**config.mk**
```make
export PLATFORM = sky130hd
export DESIGN_NAME = mcs_main_clock
export DESIGN_NICKNAME = d
export VERILOG_FILES = /design/src/rtl/mcs_pkg.sv /design/src/rtl/mcs_main_clock.sv
export SDC_FILE = /design/constraint.sdc
export NUM_CORES = 1
export LEC_CHECK = 0
export ABC_AREA = 1
export BUFFER_PORTS_ARGS = -buffer_cell sky130_fd_sc_hd__buf_2
export CORE_ASPECT_RATIO = 0.7
export CORE_MARGIN = 5
export CORE_UTILIZATION = 40
export CTS_CLUSTER_DIAMETER = 60
export DETAILED_ROUTE_END_ITERATION = 10
export HOLD_SLACK_MARGIN = 0.1
export PLACE_DENSITY = 0.63
export SYNTH_ARGS = -nofsm -noshare
export SYNTH_HDL_FRONTEND = slang
export SYNTH_SLANG_ARGS = --single-unit
```
**constraint.sdc**
```tcl
create_clock -name ref_clk -period 3.4 [get_ports ref_clk]
set_input_delay 0.51 -clock ref_clk [delete_from_list [all_inputs] [get_ports ref_clk]]
set_output_delay 0.51 -clock ref_clk [all_outputs]
set_load 0.02 [all_outputs]
```
**src/rtl/mcs_pkg.sv**
```systemverilog
// constants for the main clock selector and prescaler
// Behaviour
// - two-bit select picks fast, ultra-low-power, crystal or external clock as main clock.
// - output bit 7 of control A drives the system clock onto the pin.
// - while asleep the pin carries no clock unless a peripheral uses it.
// - enabled prescaler divides by the ratio given by the four-bit code.
// - prescaler disabled means peripheral clock equals main clock undivided.
// - division code may change while running.
// - freeze bit blocks writes to both control registers and current calibration.
// - once frozen the lock register is inaccessible until hardware reset.
// - freeze bit is loaded from the fuse at reset.
// - status bit 7 reads one once the external clock has started.
// - stability bits 7:4 read one only while the source is requested.
// - switching flag reads one until the new source is stable and taken.
// - keep-running bit holds the fast oscillator running without users.
// - an unrequested oscillator gives no clock output even when running.
// - clock gate opens four oscillator cycles after the source reports ready; keep-running skips start-up.
// - after reset main clock is the fast oscillator and the peripheral clock is it divided by 6.
// - protected register changes only within four accesses after the key write.
package mcs_pkg;
  localparam logic [5:0] IDX_CTRL_A = 6'h00;
  localparam logic [5:0] IDX_CTRL_B = 6'h01;
  localparam logic [5:0] IDX_LOCK   = 6'h02;
  localparam logic [5:0] IDX_STATUS = 6'h03;
  localparam logic [5:0] IDX_FCTL   = 6'h10;
  localparam logic [5:0] IDX_CAL_A  = 6'h11;
  localparam logic [5:0] IDX_CAL_B  = 6'h12;
  localparam logic [5:0] IDX_UCTL   = 6'h18;
  localparam logic [5:0] IDX_XCTL   = 6'h1c;
  localparam logic [5:0] IDX_KEY    = 6'h20;
  // key value is arbitrary
  localparam logic [7:0] PROT_KEY   = 8'h5a;
  localparam logic [2:0] KEY_WINDOW = 3'h4;
  localparam logic [1:0] GATE_EDGES = 2'h3;
  localparam logic [7:0] CTRL_A_RST = 8'h00;
  localparam logic [7:0] CTRL_B_RST = 8'h11;
  localparam logic [7:0] OSC_RST    = 8'h00;
  localparam logic [7:0] CTRL_A_MSK = 8'h83;
  localparam logic [7:0] CTRL_B_MSK = 8'h1f;
  localparam logic [7:0] RUN_MSK    = 8'h02;
  localparam logic [7:0] XCTL_MSK   = 8'h37;
  localparam int SYSCLOCK_PIN_OUTPUT_BIT = 7;
  localparam int PEN_BIT    = 0;
  localparam int FREEZE_BIT = 0;
  localparam int KEEP_BIT   = 1;
  localparam int XEN_BIT    = 0;
  localparam int CAL_LK_BIT = 7;
  localparam logic [1:0] SRC_FAST  = 2'h0;
  localparam logic [1:0] SRC_ULP   = 2'h1;
  localparam logic [1:0] SRC_XTAL  = 2'h2;
  localparam logic [1:0] SRC_EXT   = 2'h3;
endpackage : mcs_pkg

```
**src/rtl/mcs_main_clock.sv**
```systemverilog
// main clock source selection, prescaler, clock pin and register file
`timescale 1ns/1ps
module mcs_main_clock
  import mcs_pkg::*;
(
  input  wire logic        ref_clk,
  input  wire logic        reset,
  input  wire logic [7:0]  avs_address,
  input  wire logic        avs_read,
  input  wire logic        avs_write,
  input  wire logic [31:0] avs_writedata,
  output logic      [31:0] avs_readdata,
  output logic             avs_waitrequest,
  input  wire logic [3:0]  osc_clk_in,
  input  wire logic [3:0]  osc_ready_in,
  input  wire logic [3:0]  periph_req,
  input  wire logic        sleep_in,
  input  wire logic        sysclk_busy_in,
  input  wire logic        fuse_calibration_freeze,
  input  wire logic [6:0]  fuse_trim,
  input  wire logic [3:0]  fuse_slope,
  output logic [3:0]       osc_run_o,
  output logic [3:0]       osc_grant_o,
  output logic [1:0]       main_src_o,
  output logic             peripheral_clock_o,
  output logic             per_tick_o,
  output logic             sysclock_pin_output,
  output logic             sysclock_pin_oe,
  output logic [6:0]       fast_osc_trim_o,
  output logic [3:0]       fast_osc_temp_slope_o,
  output logic [7:0]       crystal_cfg_o
);

  typedef struct packed {
    logic [7:0]      ctrl_a;
    logic [7:0]      ctrl_b;
    logic            freeze;
    logic [7:0]      fctl;
    logic [6:0]      cal_a;
    logic [3:0]      cal_b;
    logic            cal_lock;
    logic [7:0]      uctl;
    logic [7:0]      xctl;
    logic [1:0]      active;
    logic [1:0]      target;
    logic [3:0]      s1;
    logic [3:0]      s2;
    logic [3:0]      s3;
    logic [3:0]      r1;
    logic [3:0]      r2;
    logic [3:0][1:0] gcnt;
    logic [3:0]      gate;
    logic [5:0]      div_cnt;
    logic            per_lvl;
    logic            per_tick;
    logic [2:0]      key_cnt;
    logic            ack;
    logic [7:0]      rdata;
    logic            init;
    logic            pin;
    logic            pin_oe;
  } mcs_state_t;

  mcs_state_t q;
  mcs_state_t d;

  logic [3:0] req;
  logic [3:0] edge_v;
  logic [3:0] keep;
  logic [3:0] stable;
  logic       bus_req;
  logic       acc;
  logic       prot_ok;
  logic [5:0] idx;
  logic [7:0] wd;

  // prescaler code to half period minus one, in main clock ticks
  function automatic logic [5:0] mcs_half(input logic [3:0] code);
    unique case (code)
      4'h0:    mcs_half = 6'h00;
      4'h1:    mcs_half = 6'h01;
      4'h2:    mcs_half = 6'h03;
      4'h3:    mcs_half = 6'h07;
      4'h4:    mcs_half = 6'h0f;
      4'h5:    mcs_half = 6'h1f;
      4'h8:    mcs_half = 6'h02;
      4'h9:    mcs_half = 6'h04;
      4'ha:    mcs_half = 6'h05;
      4'hb:    mcs_half = 6'h0b;
      4'hc:    mcs_half = 6'h17;
      default: mcs_half = 6'h00;
    endcase
  endfunction : mcs_half

  function automatic logic mcs_code_ok(input logic [3:0] code);
    mcs_code_ok = (code <= 4'h5) || ((code >= 4'h8) && (code <= 4'hc));
  endfunction : mcs_code_ok

  assign edge_v = q.s2 & ~q.s3;
  // external clock has no keep-running control
  assign keep = {1'b0, q.xctl[KEEP_BIT] & q.xctl[XEN_BIT],
                 q.uctl[KEEP_BIT], q.fctl[KEEP_BIT]};

  genvar gi;
  generate
    for (gi = 0; gi < 4; gi++) begin : g_src
      // the crystal only runs once software has enabled it
      assign req[gi] = ((q.active == 2'(gi)) || (q.target == 2'(gi)) ||
                        periph_req[gi]) &&
                       ((2'(gi) != SRC_XTAL) || q.xctl[XEN_BIT]);
      assign osc_run_o[gi]   = req[gi] | keep[gi];
      assign osc_grant_o[gi] = req[gi] & q.gate[gi];
      assign stable[gi]      = req[gi] & q.gate[gi];
    end
  endgenerate

  assign bus_req         = avs_read | avs_write;
  assign acc             = bus_req & q.ack;
  assign avs_waitrequest = bus_req & ~q.ack;
  assign avs_readdata    = {24'h000000, q.rdata};
  assign prot_ok         = (q.key_cnt != 3'h0);
  assign idx             = avs_address[7:2];
  assign wd              = avs_writedata[7:0];

  assign main_src_o            = q.active;
  assign peripheral_clock_o    = q.per_lvl;
  assign per_tick_o            = q.per_tick;
  assign sysclock_pin_output   = q.pin;
  assign sysclock_pin_oe       = q.pin_oe;
  assign fast_osc_trim_o       = q.cal_a;
  assign fast_osc_temp_slope_o = q.cal_b;
  assign crystal_cfg_o         = q.xctl;

  always_comb begin
    d = q;
    d.s1 = osc_clk_in;
    d.s2 = q.s1;
    d.s3 = q.s2;
    d.r1 = osc_ready_in;
    d.r2 = q.r1;
    d.per_tick = 1'b0;
    // fuses are captured in the first cycle after reset release
    if (!q.init) begin
      d.init     = 1'b1;
      d.freeze   = fuse_calibration_freeze;
      d.cal_lock = fuse_calibration_freeze;
      d.cal_a    = fuse_trim;
      d.cal_b    = fuse_slope;
    end
    for (int i = 0; i < 4; i++) begin
      if (!req[i]) begin
        d.gcnt[i] = 2'h0;
        d.gate[i] = 1'b0;
      end else if (!q.gate[i] && edge_v[i] &&
                   (q.r2[i] || keep[i])) begin
        d.gcnt[i] = q.gcnt[i] + 2'h1;
        d.gate[i] = (q.gcnt[i] == GATE_EDGES);
      end
    end
    // take the new source only once its gate is open
    if ((q.target != q.active) && q.gate[q.target]) begin
      d.active = q.target;
    end
    if (q.ctrl_b[PEN_BIT]) begin
      if (edge_v[q.active] && q.gate[q.active]) begin
        // >= lets a smaller ratio take effect at once
        if (q.div_cnt >= mcs_half(q.ctrl_b[4:1])) begin
          d.div_cnt  = 6'h00;
          d.per_lvl  = ~q.per_lvl;
          d.per_tick = ~q.per_lvl;
        end else begin
          d.div_cnt = q.div_cnt + 6'h01;
        end
      end
    end else begin
      d.div_cnt  = 6'h00;
      d.per_lvl  = q.s2[q.active] & q.gate[q.active];
      d.per_tick = edge_v[q.active] & q.gate[q.active];
    end
    d.pin_oe = q.ctrl_a[SYSCLOCK_PIN_OUTPUT_BIT] && (!sleep_in || sysclk_busy_in);
    d.pin    = d.pin_oe & d.per_lvl;
    d.ack = bus_req & ~q.ack;
    if (bus_req && !q.ack) begin
      unique case (idx)
        IDX_CTRL_A: d.rdata = q.ctrl_a;
        IDX_CTRL_B: d.rdata = q.ctrl_b;
        IDX_LOCK:   d.rdata = q.freeze ? 8'h00 : {7'h00, q.freeze};
        IDX_STATUS: d.rdata = {stable[SRC_EXT], stable[SRC_XTAL],
                               stable[SRC_ULP], stable[SRC_FAST], 3'h0,
                               q.target != q.active};
        IDX_FCTL:   d.rdata = q.fctl;
        IDX_CAL_A:  d.rdata = {1'b0, q.cal_a};
        IDX_CAL_B:  d.rdata = {q.cal_lock, 3'h0, q.cal_b};
        IDX_UCTL:   d.rdata = q.uctl;
        IDX_XCTL:   d.rdata = q.xctl;
        default:    d.rdata = 8'h00;
      endcase
    end
    // every finished access counts as one instruction of the window
    if (acc && (q.key_cnt != 3'h0)) begin
      d.key_cnt = q.key_cnt - 3'h1;
    end
    if (acc && avs_write) begin
      if ((idx == IDX_KEY) && (wd == PROT_KEY)) begin
        d.key_cnt = KEY_WINDOW;
      end else if (prot_ok) begin
        d.key_cnt = 3'h0;
        unique case (idx)
          IDX_CTRL_A: if (!q.freeze) begin
            d.ctrl_a = wd & CTRL_A_MSK;
            d.target = wd[1:0];
          end
          IDX_CTRL_B: if (!q.freeze) begin
            d.ctrl_b[PEN_BIT] = wd[PEN_BIT];
            if (mcs_code_ok(wd[4:1])) begin
              d.ctrl_b[4:1] = wd[4:1];
            end
          end
          IDX_LOCK: if (!q.freeze) begin
            d.freeze = wd[FREEZE_BIT];
          end
          IDX_FCTL: d.fctl = wd & RUN_MSK;
          IDX_CAL_A: if (!q.cal_lock &&
                         !(q.freeze && q.active == SRC_FAST)) begin
            d.cal_a = wd[6:0];
          end
          IDX_CAL_B: if (!q.cal_lock &&
                         !(q.freeze && q.active == SRC_FAST)) begin
            d.cal_b = wd[3:0];
          end
          IDX_UCTL: d.uctl = wd & RUN_MSK;
          IDX_XCTL: begin
            d.xctl[1:0] = wd[1:0];
            // source type and start-up time frozen while in use
            if (!q.xctl[XEN_BIT] && !q.gate[SRC_XTAL]) begin
              d.xctl = wd & XCTL_MSK;
            end
          end
          default: d.key_cnt = 3'h0;
        endcase
      end
    end
  end

  always_ff @(posedge ref_clk or posedge reset) begin
    if (reset) begin
      q        <= '0;
      q.ctrl_a <= CTRL_A_RST;
      q.ctrl_b <= CTRL_B_RST;
      q.fctl   <= OSC_RST;
      q.uctl   <= OSC_RST;
      q.xctl   <= OSC_RST;
      q.active <= SRC_FAST;
      q.target <= SRC_FAST;
    end else begin
      q <= d;
    end
  end
endmodule : mcs_main_clock

```
==> impl_results.md, run 1 <==
* Routed Antenna Nets at 0
* Status: completed
* Min-delay worst type: in -> reg
* Synth cell types at 38
* Leak pwr at 3.08 nW
* Worst IR Drop VDD at between 0.0002 and 0.0003 V
* Vias in the first global route at around 4000
* Syn avg cell area at 7.89 um^2
* Clk slew on worst S/H paths at about 0.060 ns
* Final setup fails at 0
* Final core utilization at a little under half
* Area grow syn2layout at 11.8%
* Async SR Flop Fraction at 100%
* Seq cells post-synth at 85
* Reg2Reg Setup Slack at 0.81 ns
* Core Box Area at around 0.012 mm^2
* Die W at 144 um
* TritonCTS Buffers at 9
* Worst-case reg-to-reg path depth at 19
* Share of post-route cells with drive strength above 1 at between 10% and 20%
* CP arrival at 2.87 ns
* Global route hottest layer: met1
* DP HPWL at 9730 um
* RD Place Congestion at just under 0.9
* Most frequent cells in the layout: 169 x nand2_1, 83 x dfrtp_1, 82 x buf_2, 76 x inv_1, 49 x nor2_1
* Worst skew pair latency at 0.34 ns
* H-tree depth at 3
* WS Path Type: reg -> reg
* Cts hold-fix bufs at 1
* RR Startpoint: q[98]
* Row cnt at 34
* Commonest non-fill, non-tap cell in the layout: nand2_1
* Global routing met2 resource utilization at 23.3%
* Post-synth EDFFs at 0
* Slew @ Worst Pin at 0.595 ns
* First-pass GRT wire length at 20100 um
* Clk sinks at 85
* Max-cap violations at 0
* Fin nets at 785
* Starting density of the core at 40.6%
* Antenna violations before repair at 2
* Hold EP: d[49]
* Yosys warns at 0
* Largest net degree at the start of global routing at 39
* Syn Inst Count at 637
* Worst Skew at 0.00801 ns
* Max Buffers Root-to-Sink at 2
* Postcts setup bufs at 0
* Root Buffer: clkbuf_16
* Slew margin rel. at 60.3%
* Post-Synthesis Cell Area at slightly above 0.005 mm^2
* Sequential share of the synthesized area at 42.4%
* Global Route Usage Sum at 16.8%
* Critical path launch point type: flip-flop
* Minimum clock period at 2.59 ns
* Die Area at roughly 0.015 mm^2
* DRT Pass-1 Iters at 5
* Io pins at approximately 140
* Post-DR wirelength/cell at 14.3 um
* GRT overflow at 0
* RSZ-0062 raised after global routing: no
* Worst Path Required at ~3.7 ns
* Met1 Use GR at 25.8%
* Crit-path max FO at 6
* Primary FF master, synth: dfrtp_1
* Filler instances at 1252
* CTS tree: built
* Hold Crit Start: osc_clk_in[2]
* Routed vias at 4135
* Worst hold stages at 1
* Die height at 104 um
* Number of buffers added on ports at 82
* Pwr dens at 537 mW/mm^2
* Max Fclk at 386 MHz
* ANT cells at 0
* Period utilization at 76.3%
* M3 GR Usage at 4.19%
* Vias per cell at 4.79
* Setup TNS at 0 ns
* Iteration-0 DRC Markers at between 300 and 400
* Routed wire length at roughly 12000 um
* Gates resized, CTS repair at 0
* Worst r2r dst: sysclock_pin_output
* DRC viols at 0
* Setup crit end kind: flip-flop
* Final Hold Fails at 0
* Slew Limit Fails at 0
[routing by layer]
metal / part of all wire [%] / up-vias / wire length, um
met3: 7.2 / 18 / 893
met4: 1.1 / 4 / 132
met2: 42 / 145 / 5230
li1: - / 2041 / -
met5: 0.20 / - / 25
met1: 49 / 1927 / 6050
[metrics by stage]
stage	power (mW)	worst slack (ns)	std cells	cell area [um^2]	hold slack (ns)
after floorplan	1.87	0.700	663	5120	0.331
after CTS	3.06	0.790	863	5620	0.256
after global routing	3.20	0.482	863	5620	0.260
after detailed placement	2.02	0.819	847	5300	0.339
final	3.02	0.807	863	5620	0.269
after global placement	1.99	0.845	847	5300	0.332
[state kept, by name, indices dropped and copies added, names as in the netlist]
name and count:
crystal_cfg_o 5, keep 2, peripheral_clock_o 1, main_src_o 2
per_tick_o 1, avs_readdata 8, d 12, fast_osc_temp_slope_o 4
sysclock_pin_output 1, fast_osc_trim_o 7, sysclock_pin_oe 1, q 41
[cell usage after synthesis (4+ instances only)]
cell type  count  area [um^2]
mux2i_1        7         70.1
ha_1          18          225
inv_2          6         22.5
nor2_2         6         37.5
a21oi_1       12         60.1
nand4_1       12         75.1
inv_1         77          289
dfrtp_1       83         2080
or2_2          4         25.0
nor3_1         4         20.0
o21ai_0       36          180
nand2_2        4         25.0
o21ai_2        6         52.6
nand3_1       46          230
nand2_1      169          634
buf_4         55          413
nor2_4         4         45.0
nor2_1        49          184
xor2_1         5         43.8
[worst max path at each step]
stage                     start                  end  slack (ns)  cells past startpoint
final                     q[98]  sysclock_pin_output        0.81                     19
after global routing      q[97]  sysclock_pin_output        0.48                     19
after CTS                 q[97]  sysclock_pin_output        0.79                     19
after detailed placement  q[97]  sysclock_pin_output        0.82                     19
after global placement    q[97]  sysclock_pin_output        0.84                     19
after floorplan           reset      avs_readdata[0]        0.70                      1
[final cells by class]
| class | count | area, um^2 | share of cell area (%) |
|---|---|---|---|
| inverter | 84 | 317 | 5.63 |
| timing repair buffer | 85 | 435 | 7.75 |
| clock buffer | 11 | 253 | 4.50 |
| tap | 162 | 203 | 3.61 |
| multi-input combinational | 432 | 2230 | 39.6 |
| clock inverter | 4 | 56.3 | 1.00 |
| sequential | 85 | 2130 | 37.9 |
[logic make-up after synthesis]
logic type / synth area share (%)
AO/OA/AOI/OAI: 7.57
XOR/XNOR: 1.39
adder cells (fa/ha/maj): 4.48
buffers and inverters: 15.2
flip-flops: 42.4
multiplexers: 1.39
other: 0.149
AND/OR/NAND/NOR: 27.4
[power breakdown]
| part | switching (mW) | leakage [nW] | internal [mW] |
|---|---|---|---|
| Combinational | 0.520 | 1.86 | 0.245 |
| Sequential | 0.110 | 1.07 | 1.13 |
| Clock | 0.401 | 0.152 | 0.610 |
| Total | 1.03 | 3.08 | 1.99 |
[worst max-delay path, cell delays in order, from the launching register on]
cell     delay, ns
dfrtp_1       0.38
inv_1         0.13
ha_1          0.20
inv_1         0.07
nand2_1       0.07
o21ai_0       0.08
nand2_1       0.06
nand2_1       0.06
inv_1         0.04
ha_1          0.25
o21ai_0       0.16
a21oi_1       0.08
nor2_1        0.21
inv_1         0.07
ha_1          0.27
inv_1         0.05
nand4_1       0.09
nand3_1       0.14
nand2_1       0.06
inv_1         0.06
No activity file was read; power rests on OpenSTA's default activity.
==> inputs of run 2 (changes only) <==
- PLACE_DENSITY: 0.63 -> 0.65
- clock period: 3.4 -> 2.3 ns (I/O delays scaled with it)
==> run 2 against run 1 <==
Against the previous run: the run now ends with setup timing left; via count increased by 2.1%; sequential share of layout area fell by 1.6 points; first-iteration DRC count increased by 1.9%; cell area increased by 4.5%; final cell count increased by 1.7%; clock power increased by 46%; global-route usage up 0.45 points; count of clock-buffer cells in the layout fell by 2; combinational power rose by 59%; maximum frequency rose by 11%; largest cell class unchanged; largest power group unchanged.
==> impl_results.md, run 2 (synthesis results as in run 1) <==
* RSZ-0062 raised after global routing: yes
* Worst Skew at 0.00719 ns (-0.000816 ns)
* Die height at 104 um (unchanged)
* Worst Path Required at 2.58 ns (-1.10 ns)
* Clk slew on worst S/H paths at 0.06 ns (about the same)
* CTS tree: built
* Reg2Reg Setup Slack at -0.03 ns (-0.84 ns)
* Slew Limit Fails at 0 (unchanged)
* Period utilization at 101% (+25 points)
* RD Place Congestion at 0.860 (-2.7%)
* TritonCTS Buffers at 9 (unchanged)
* Number of buffers added on ports at 82 (unchanged)
* Vias per cell at 4.81 (+0.38%)
* Routed vias at 4223 (+2.1%)
* Final Hold Fails at 0 (unchanged)
* Status: finished, violations left
* Worst skew pair latency at 0.34 ns (about the same)
* Minimum clock period at 2.33 ns (-0.261 ns)
* Largest Register: q
* CP arrival at 2.61 ns (-0.26 ns)
* Max Buffers Root-to-Sink at 2 (unchanged)
* Crit-path max FO at 3 (-3)
* Die W at 144 um (unchanged)
* Die Area at 0.0149 mm^2 (unchanged)
* Worst stage delay on the critical path at 0.39 ns (about the same)
* Critical-path cell list: inv_2 -> ha_4 -> nand2_2 -> a32o_1 -> ha_2 -> a21oi_2 -> or2_4 -> nand2_2 -> nor2_2 -> inv_1 -> ha_1 -> inv_1 -> nand4_1 -> nand3_2 -> nand2_1 -> inv_1
* First-pass GRT wire length at 20700 um (+3.1%)
* Worst r2r dst: sysclock_pin_output
* Iteration-0 DRC Markers at 320 (+1.9%)
* DRT Pass-1 Iters at 5 (unchanged)
* Max Fclk at 429 MHz (+11%)
* GRT overflow at 0 (unchanged)
* Vias in the first global route at 4198 (+3.7%)
* RR Startpoint: q[97]
* Io pins at 136 (unchanged)
* Routed Antenna Nets at 0 (unchanged)
* Clk sinks at 85 (unchanged)
* Critical path launch point type: flip-flop
* Post-DR wirelength/cell at 14.3 um (about the same)
* Global Route Usage Sum at 17.3% (+0.45 points)
* Max-cap violations at 0 (unchanged)
* Antenna violations before repair at 1 (-1)
* Area grow syn2layout at 16.8%
* Row cnt at 34 (unchanged)
* Starting density of the core at 40.6% (unchanged)
* Most used cell, CP: inv_1
* DP Worst Slack at -0.120 ns (-0.938 ns)
* Min-delay worst type: in -> async
* Leak pwr at 3.15 nW (+2.4%)
* Fin nets at 799 (+1.8%)
* Largest delay share family, worst path: adder cells
* DP HPWL at 9560 um (-1.8%)
* Top routing layer in use: met5
* Final setup fails at 1 (+1)
* H-tree depth at 3 (unchanged)
* Slowest cell on crit path: dfrtp_1
* Share of post-route cells with drive strength above 1 at 24.6% (+4.8 points)
* Fin cells at 878 (+1.7%)
* DRT met1 WL at 6100 um (+0.94%)
* WS Path Type: reg -> reg
* Root Buffer: clkbuf_16
* Met3 WL at 924 um (+3.5%)
* Failing checks: setup timing
* Most frequent cells in the layout: 165 x nand2_1, 82 x buf_2, 80 x dfrtp_1, 73 x inv_1, 47 x nor2_1
* DRC viols at 0 (unchanged)
* Worst path bufs/invs at 4 (-2)
* Max reg flops at 41 (unchanged)
* Worst-case reg-to-reg path depth at 16 (-3)
* Met2 wire len at 5350 um (+2.4%)
* Placed insts at 851 (+0.47%)
* Worst IR Drop VDD at 0.000393 V (+55%)
* Pwr dens at 772 mW/mm^2 (+44%)
* Slew margin rel. at 59.3% (-1.1 points)
* Largest net degree at the start of global routing at 86 (+120%)
* Commonest non-fill, non-tap cell in the layout: nand2_1
* Routed wire length at 12500 um (+1.7%)
* Core Box Area at 0.0124 mm^2 (unchanged)
* ANT cells at 0 (unchanged)
* Final worst-path setup slack at -0.0315 ns (-0.839 ns)
* Setup crit end kind: flip-flop
* Filler instances at 1231 (-1.7%)
* Slew @ Worst Pin at 0.611 ns (+0.0163 ns)
-- run 2: repair_timing --
item                                    4_1_cts  5_1_grt
setup buffers                                 4        1
endpoints found under the hold margin         4        2
endpoints found under the setup margin        3        5
hold buffers                                  4        2
resized for setup                            20       15
pin swaps                                    11       12
-- run 2: power breakdown --
part | leakage [nW] | internal (mW) | switching (mW)
clock network | 0.146 | 0.845 | 0.621
logic | 1.94 | 0.423 | 0.800
registers | 1.07 | 1.68 | 0.165
-- run 2: final cells by class --
cell class                 instances  area, um^2  share of cell area, %
clock buffer                       9         225                   3.84
clock inverter                     7        73.8                   1.26
inverter                          84         322                   5.48
multi-input combinational        432        2350                   40.0
sequential                        85        2130                   36.3
tap                              162         203                   3.45
timing repair buffer              99         569                   9.70
-- run 2: per-layer routing --
metal	up-vias	global-route usage, %
met2	151	24.6
li1	2080	-
met5	-	0
met3	18	4.70
met4	2	3.63
met1	1972	26.1
-- run 2: through the flow --
step                hold WS (ns)  instance area, um^2  power (mW)  setup TNS (ns)  utilization, %
CTS                        0.100                 5770        4.55         -0.0285            46.6
global placement           0.333                 5350        2.97         -0.0522            43.2
finish                     0.108                 5870        4.53         -0.0315            47.4
floorplan                  0.331                 5130        2.76               0               -
detailed placement         0.336                 5350        3.03          -0.163            43.2
global route               0.103                 5870        4.81          -0.264            47.4
-- run 2: how the worst max path moves through the flow --
stage,startpoint,to,slack (ns),cells after the start
5_1_grt,q[97],sysclock_pin_output,-0.19,16
6_report,q[97],sysclock_pin_output,-0.03,16
2_1_floorplan,q[100],sysclock_pin_output,0.003,14
3_3_place_gp,q[98],sysclock_pin_output,-0.05,19
4_1_cts,q[97],sysclock_pin_output,-0.03,16
3_5_place_dp,q[98],sysclock_pin_output,-0.12,19
-- run 2: worst reg2reg max path: cells and delay by family, from the launching register on --
family | cells | cell delay (ns)
adder cells (fa/ha/maj) | 3 | 0.70
AND/OR/NAND/NOR | 7 | 0.59
flip-flops | 1 | 0.39
AO/OA/AOI/OAI | 2 | 0.32
buffers and inverters | 4 | 0.24
==> inputs of run 3 (changes only) <==
- CTS_BUF_LIST: unset -> sky130_fd_sc_hd__clkbuf_8
- PLACE_DENSITY: 0.65 -> 0.63
- clock period: 2.3 -> 2.6 ns (I/O delays scaled with it)
==> run 3 against run 2 <==
Against the previous run: the run now ends clean; via count fell by 2.3%; count of clock-buffer cells in the layout rose by 1; die area did not move; sequential share of layout area rose by 2.0 points; cell area fell by 5.5%; power fell by 22%; clock skew rose by 0.0077 ns; worst hold slack got worse by 0.019 ns; setup slack improved by 0.20 ns; final cell count fell by 1.1%; sequential cell count did not move; core utilization fell by 2.6 points; critical endpoint is now osc_run_o[0]; largest cell class unchanged; largest power group unchanged; highest routed layer unchanged.
==> impl_results.md, run 3 (synthesis results as in run 1) <==
* Status: completed
* DRC viols at 0 (unchanged)
* Clk sinks at 85 (unchanged)
* Routed vias at 4125 (-2.3%)
* H-tree depth at 3 (unchanged)
* Starting density of the core at 40.6% (unchanged)
* Vias per cell at 4.75 (-1.2%)
* Global Route Usage Sum at 17.0% (-0.28 points)
* Most frequent cells in the layout: 169 x nand2_1, 83 x dfrtp_1, 82 x buf_2, 75 x inv_1, 49 x nor2_1
* Post-DR wirelength/cell at 14.2 um (-0.65%)
* Leak pwr at 3.06 nW (-3.1%)
* Max-cap violations at 0 (unchanged)
* Area grow syn2layout at 10.4%
* DRT Pass-1 Iters at 5 (unchanged)
* Worst stage delay on the critical path at 0.52 ns (+0.13 ns)
* Critical-path cell list: nor2_1 -> nor3_1 -> inv_1 -> or2_2 -> buf_2
* Final core utilization at 44.8% (-2.6 points)
* Final setup fails at 0 (-1)
* Max Buffers Root-to-Sink at 2 (unchanged)
* Row cnt at 34 (unchanged)
* Reg2Reg Setup Slack at 0.21 ns (+0.24 ns)
* Min-delay worst type: in -> async
* Worst skew pair latency at 0.37 ns (+0.03 ns)
* Max reg flops at 41 (unchanged)
* Max Fclk at about 400 MHz
* Share of post-route cells with drive strength above 1 at 20.5% (-4.0 points)
* Critical path launch point type: flip-flop
* Vias in the first global route at 4060 (-3.3%)
* Slew @ Worst Pin at 0.652 ns (+0.0403 ns)
* Slowest cell on crit path: dfrtp_1
* Routed Antenna Nets at 0 (unchanged)
* Slew margin rel. at 56.5% (-2.7 points)
* Multi-input gate area at 0.00224 mm^2 (-4.6%)
* Worst-case reg-to-reg path depth at 17 (+1)
* Placed insts at 848 (-0.35%)
* Worst r2r dst: sysclock_pin_output
* WS Path Type: reg -> out
* DP HPWL at 9820 um (+2.7%)
* TritonCTS Buffers at 9 (unchanged)
* Root Buffer: clkbuf_8
* Setup crit end kind: output port
* ANT cells at 0 (unchanged)
* Routed wire length at 12300 um (-1.8%)
* Worst path bufs/invs at 2 (-2)
* Number of buffers added on ports at 82 (unchanged)
* Slew Limit Fails at 0 (unchanged)
* Worst Path Required at 2.21 ns (-0.37 ns)
* Core Box Area at 0.0124 mm^2 (unchanged)
* Commonest non-fill, non-tap cell in the layout: nand2_1
* Die W at 144 um (unchanged)
* Largest delay share family, worst path: simple AND/OR/NAND/NOR gates
* RSZ-0062 raised after global routing: no
* Setup TNS at 0 ns (+0.0315 ns)
* Crit-path max FO at 8 (+5)
* Final Hold Fails at 0 (unchanged)
* Worst Skew at 0.0149 ns (+0.00775 ns)
* Pwr dens at 637 mW/mm^2 (-17%)
* Largest Register: q
* CP arrival at 2.04 ns (-0.57 ns)
* Fin nets at 789 (-1.3%)
* Largest net degree at the start of global routing at 52 (-40%)
* Seq. cell area at 0.00213 mm^2 (-0.18%)
* RR Startpoint: q[97]
* First-pass GRT wire length at 20300 um (-2.1%)
* GRT overflow at 0 (unchanged)
* Io pins at 136 (unchanged)
* Fin cells at 868 (-1.1%)
* Worst IR Drop VDD at 0.000258 V (-34%)
* Antenna violations before repair at 2 (+1)
* RD Place Congestion at 0.883 (+2.7%)
* Period utilization at about 93%
* Minimum clock period at 2.43 ns
* Die Area at 0.0149 mm^2 (unchanged)
* Clk slew on worst S/H paths at 0.08 ns (+0.02 ns)
* Filler instances at 1243 (+0.97%)
* Iteration-0 DRC Markers at 313 (-2.2%)
* CTS tree: built
* Die height at 104 um (unchanged)
run 3: cell types whose count changed in the layout (fill, tap and decap cells not counted), moves of 3 or more:
cell | before | now
dlygate4sd3_1 | 6 | 3
dfrtp_2 | 3 | 0
a21oi_2 | 3 | 0
ha_4 | 5 | 0
clkbuf_8 | 0 | 10
a21oi_1 | 9 | 12
clkbuf_16 | 9 | 0
dfrtp_1 | 80 | 83
buf_4 | 9 | 3
nand2_1 | 165 | 169
nand2_2 | 8 | 4
ha_1 | 11 | 18
o21ai_0 | 31 | 34
run 3: metal layers:
metal | global-route usage [%] | up-vias | routed length (um)
met4 | 4.30 | 4 | 155
met2 | 24.3 | 131 | 5200
li1 | - | 2054 | -
met3 | 4.42 | 18 | 857
met1 | 25.4 | 1918 | 6080
met5 | 0 | - | 25
run 3: cell type report:
| class | count | area share, % |
|---|---|---|
| tap | 162 | 3.65 |
| clock buffer | 10 | 2.48 |
| multi-input combinational | 432 | 40.3 |
| clock inverter | 6 | 0.789 |
| inverter | 84 | 5.70 |
| sequential | 85 | 38.4 |
| timing repair buffer | 89 | 8.70 |
run 3: power breakdown:
| group | switching, mW | internal (mW) | leakage (nW) |
|---|---|---|---|
| clock | 0.509 | 0.380 | 0.0935 |
| sequential | 0.143 | 1.48 | 1.07 |
| combinational | 0.686 | 0.338 | 1.89 |
run 3: what timing repair did:
action | in CTS | in global routing
endpoints found under the hold margin | 0 | 3
hold buffers | 0 | 3
gates resized for setup | 0 | 5
endpoints found under the setup margin | 0 | 2
setup buffers | 0 | 1
run 3: worst register-to-register path: stages (launching register included):
cell and delay [ns]:
dfrtp_1 0.38, buf_4 0.15, ha_1 0.19, nand2_1 0.08
nand2_1 0.05, o21ai_0 0.08, ha_1 0.27, a21oi_1 0.13
or2_2 0.11, nand2_1 0.04, nor2_1 0.17, inv_1 0.06
ha_1 0.26, inv_1 0.05, nand4_1 0.10, nand3_2 0.09
nand2_1 0.05, inv_1 0.06
run 3: worst max path at each step:
| stage | startpoint | to | slack (ns) | depth (start not counted) |
|---|---|---|---|---|
| 6_report | main_src_o[1] | osc_run_o[0] | 0.17 | 5 |
| 5_1_grt | q[97] | sysclock_pin_output | 0.01 | 17 |
| 4_1_cts | q[98] | sysclock_pin_output | 0.03 | 19 |
| 3_5_place_dp | q[98] | sysclock_pin_output | 0.07 | 19 |
| 3_3_place_gp | q[98] | sysclock_pin_output | 0.13 | 19 |
| 2_1_floorplan | reset | avs_readdata[0] | 0.02 | 1 |
run 3: per-stage QoR:
step	instance area [um^2]	hold slack, ns	setup slack, ns	power, mW
2_1_floorplan	5120	0.331	0.0198	2.44
5_1_grt	5550	0.100	0.00989	3.80
3_5_place_dp	5320	0.335	0.0746	2.67
4_1_cts	5500	0.101	0.0337	3.57
3_3_place_gp	5320	0.333	0.135	2.62
6_report	5550	0.0888	0.171	3.54
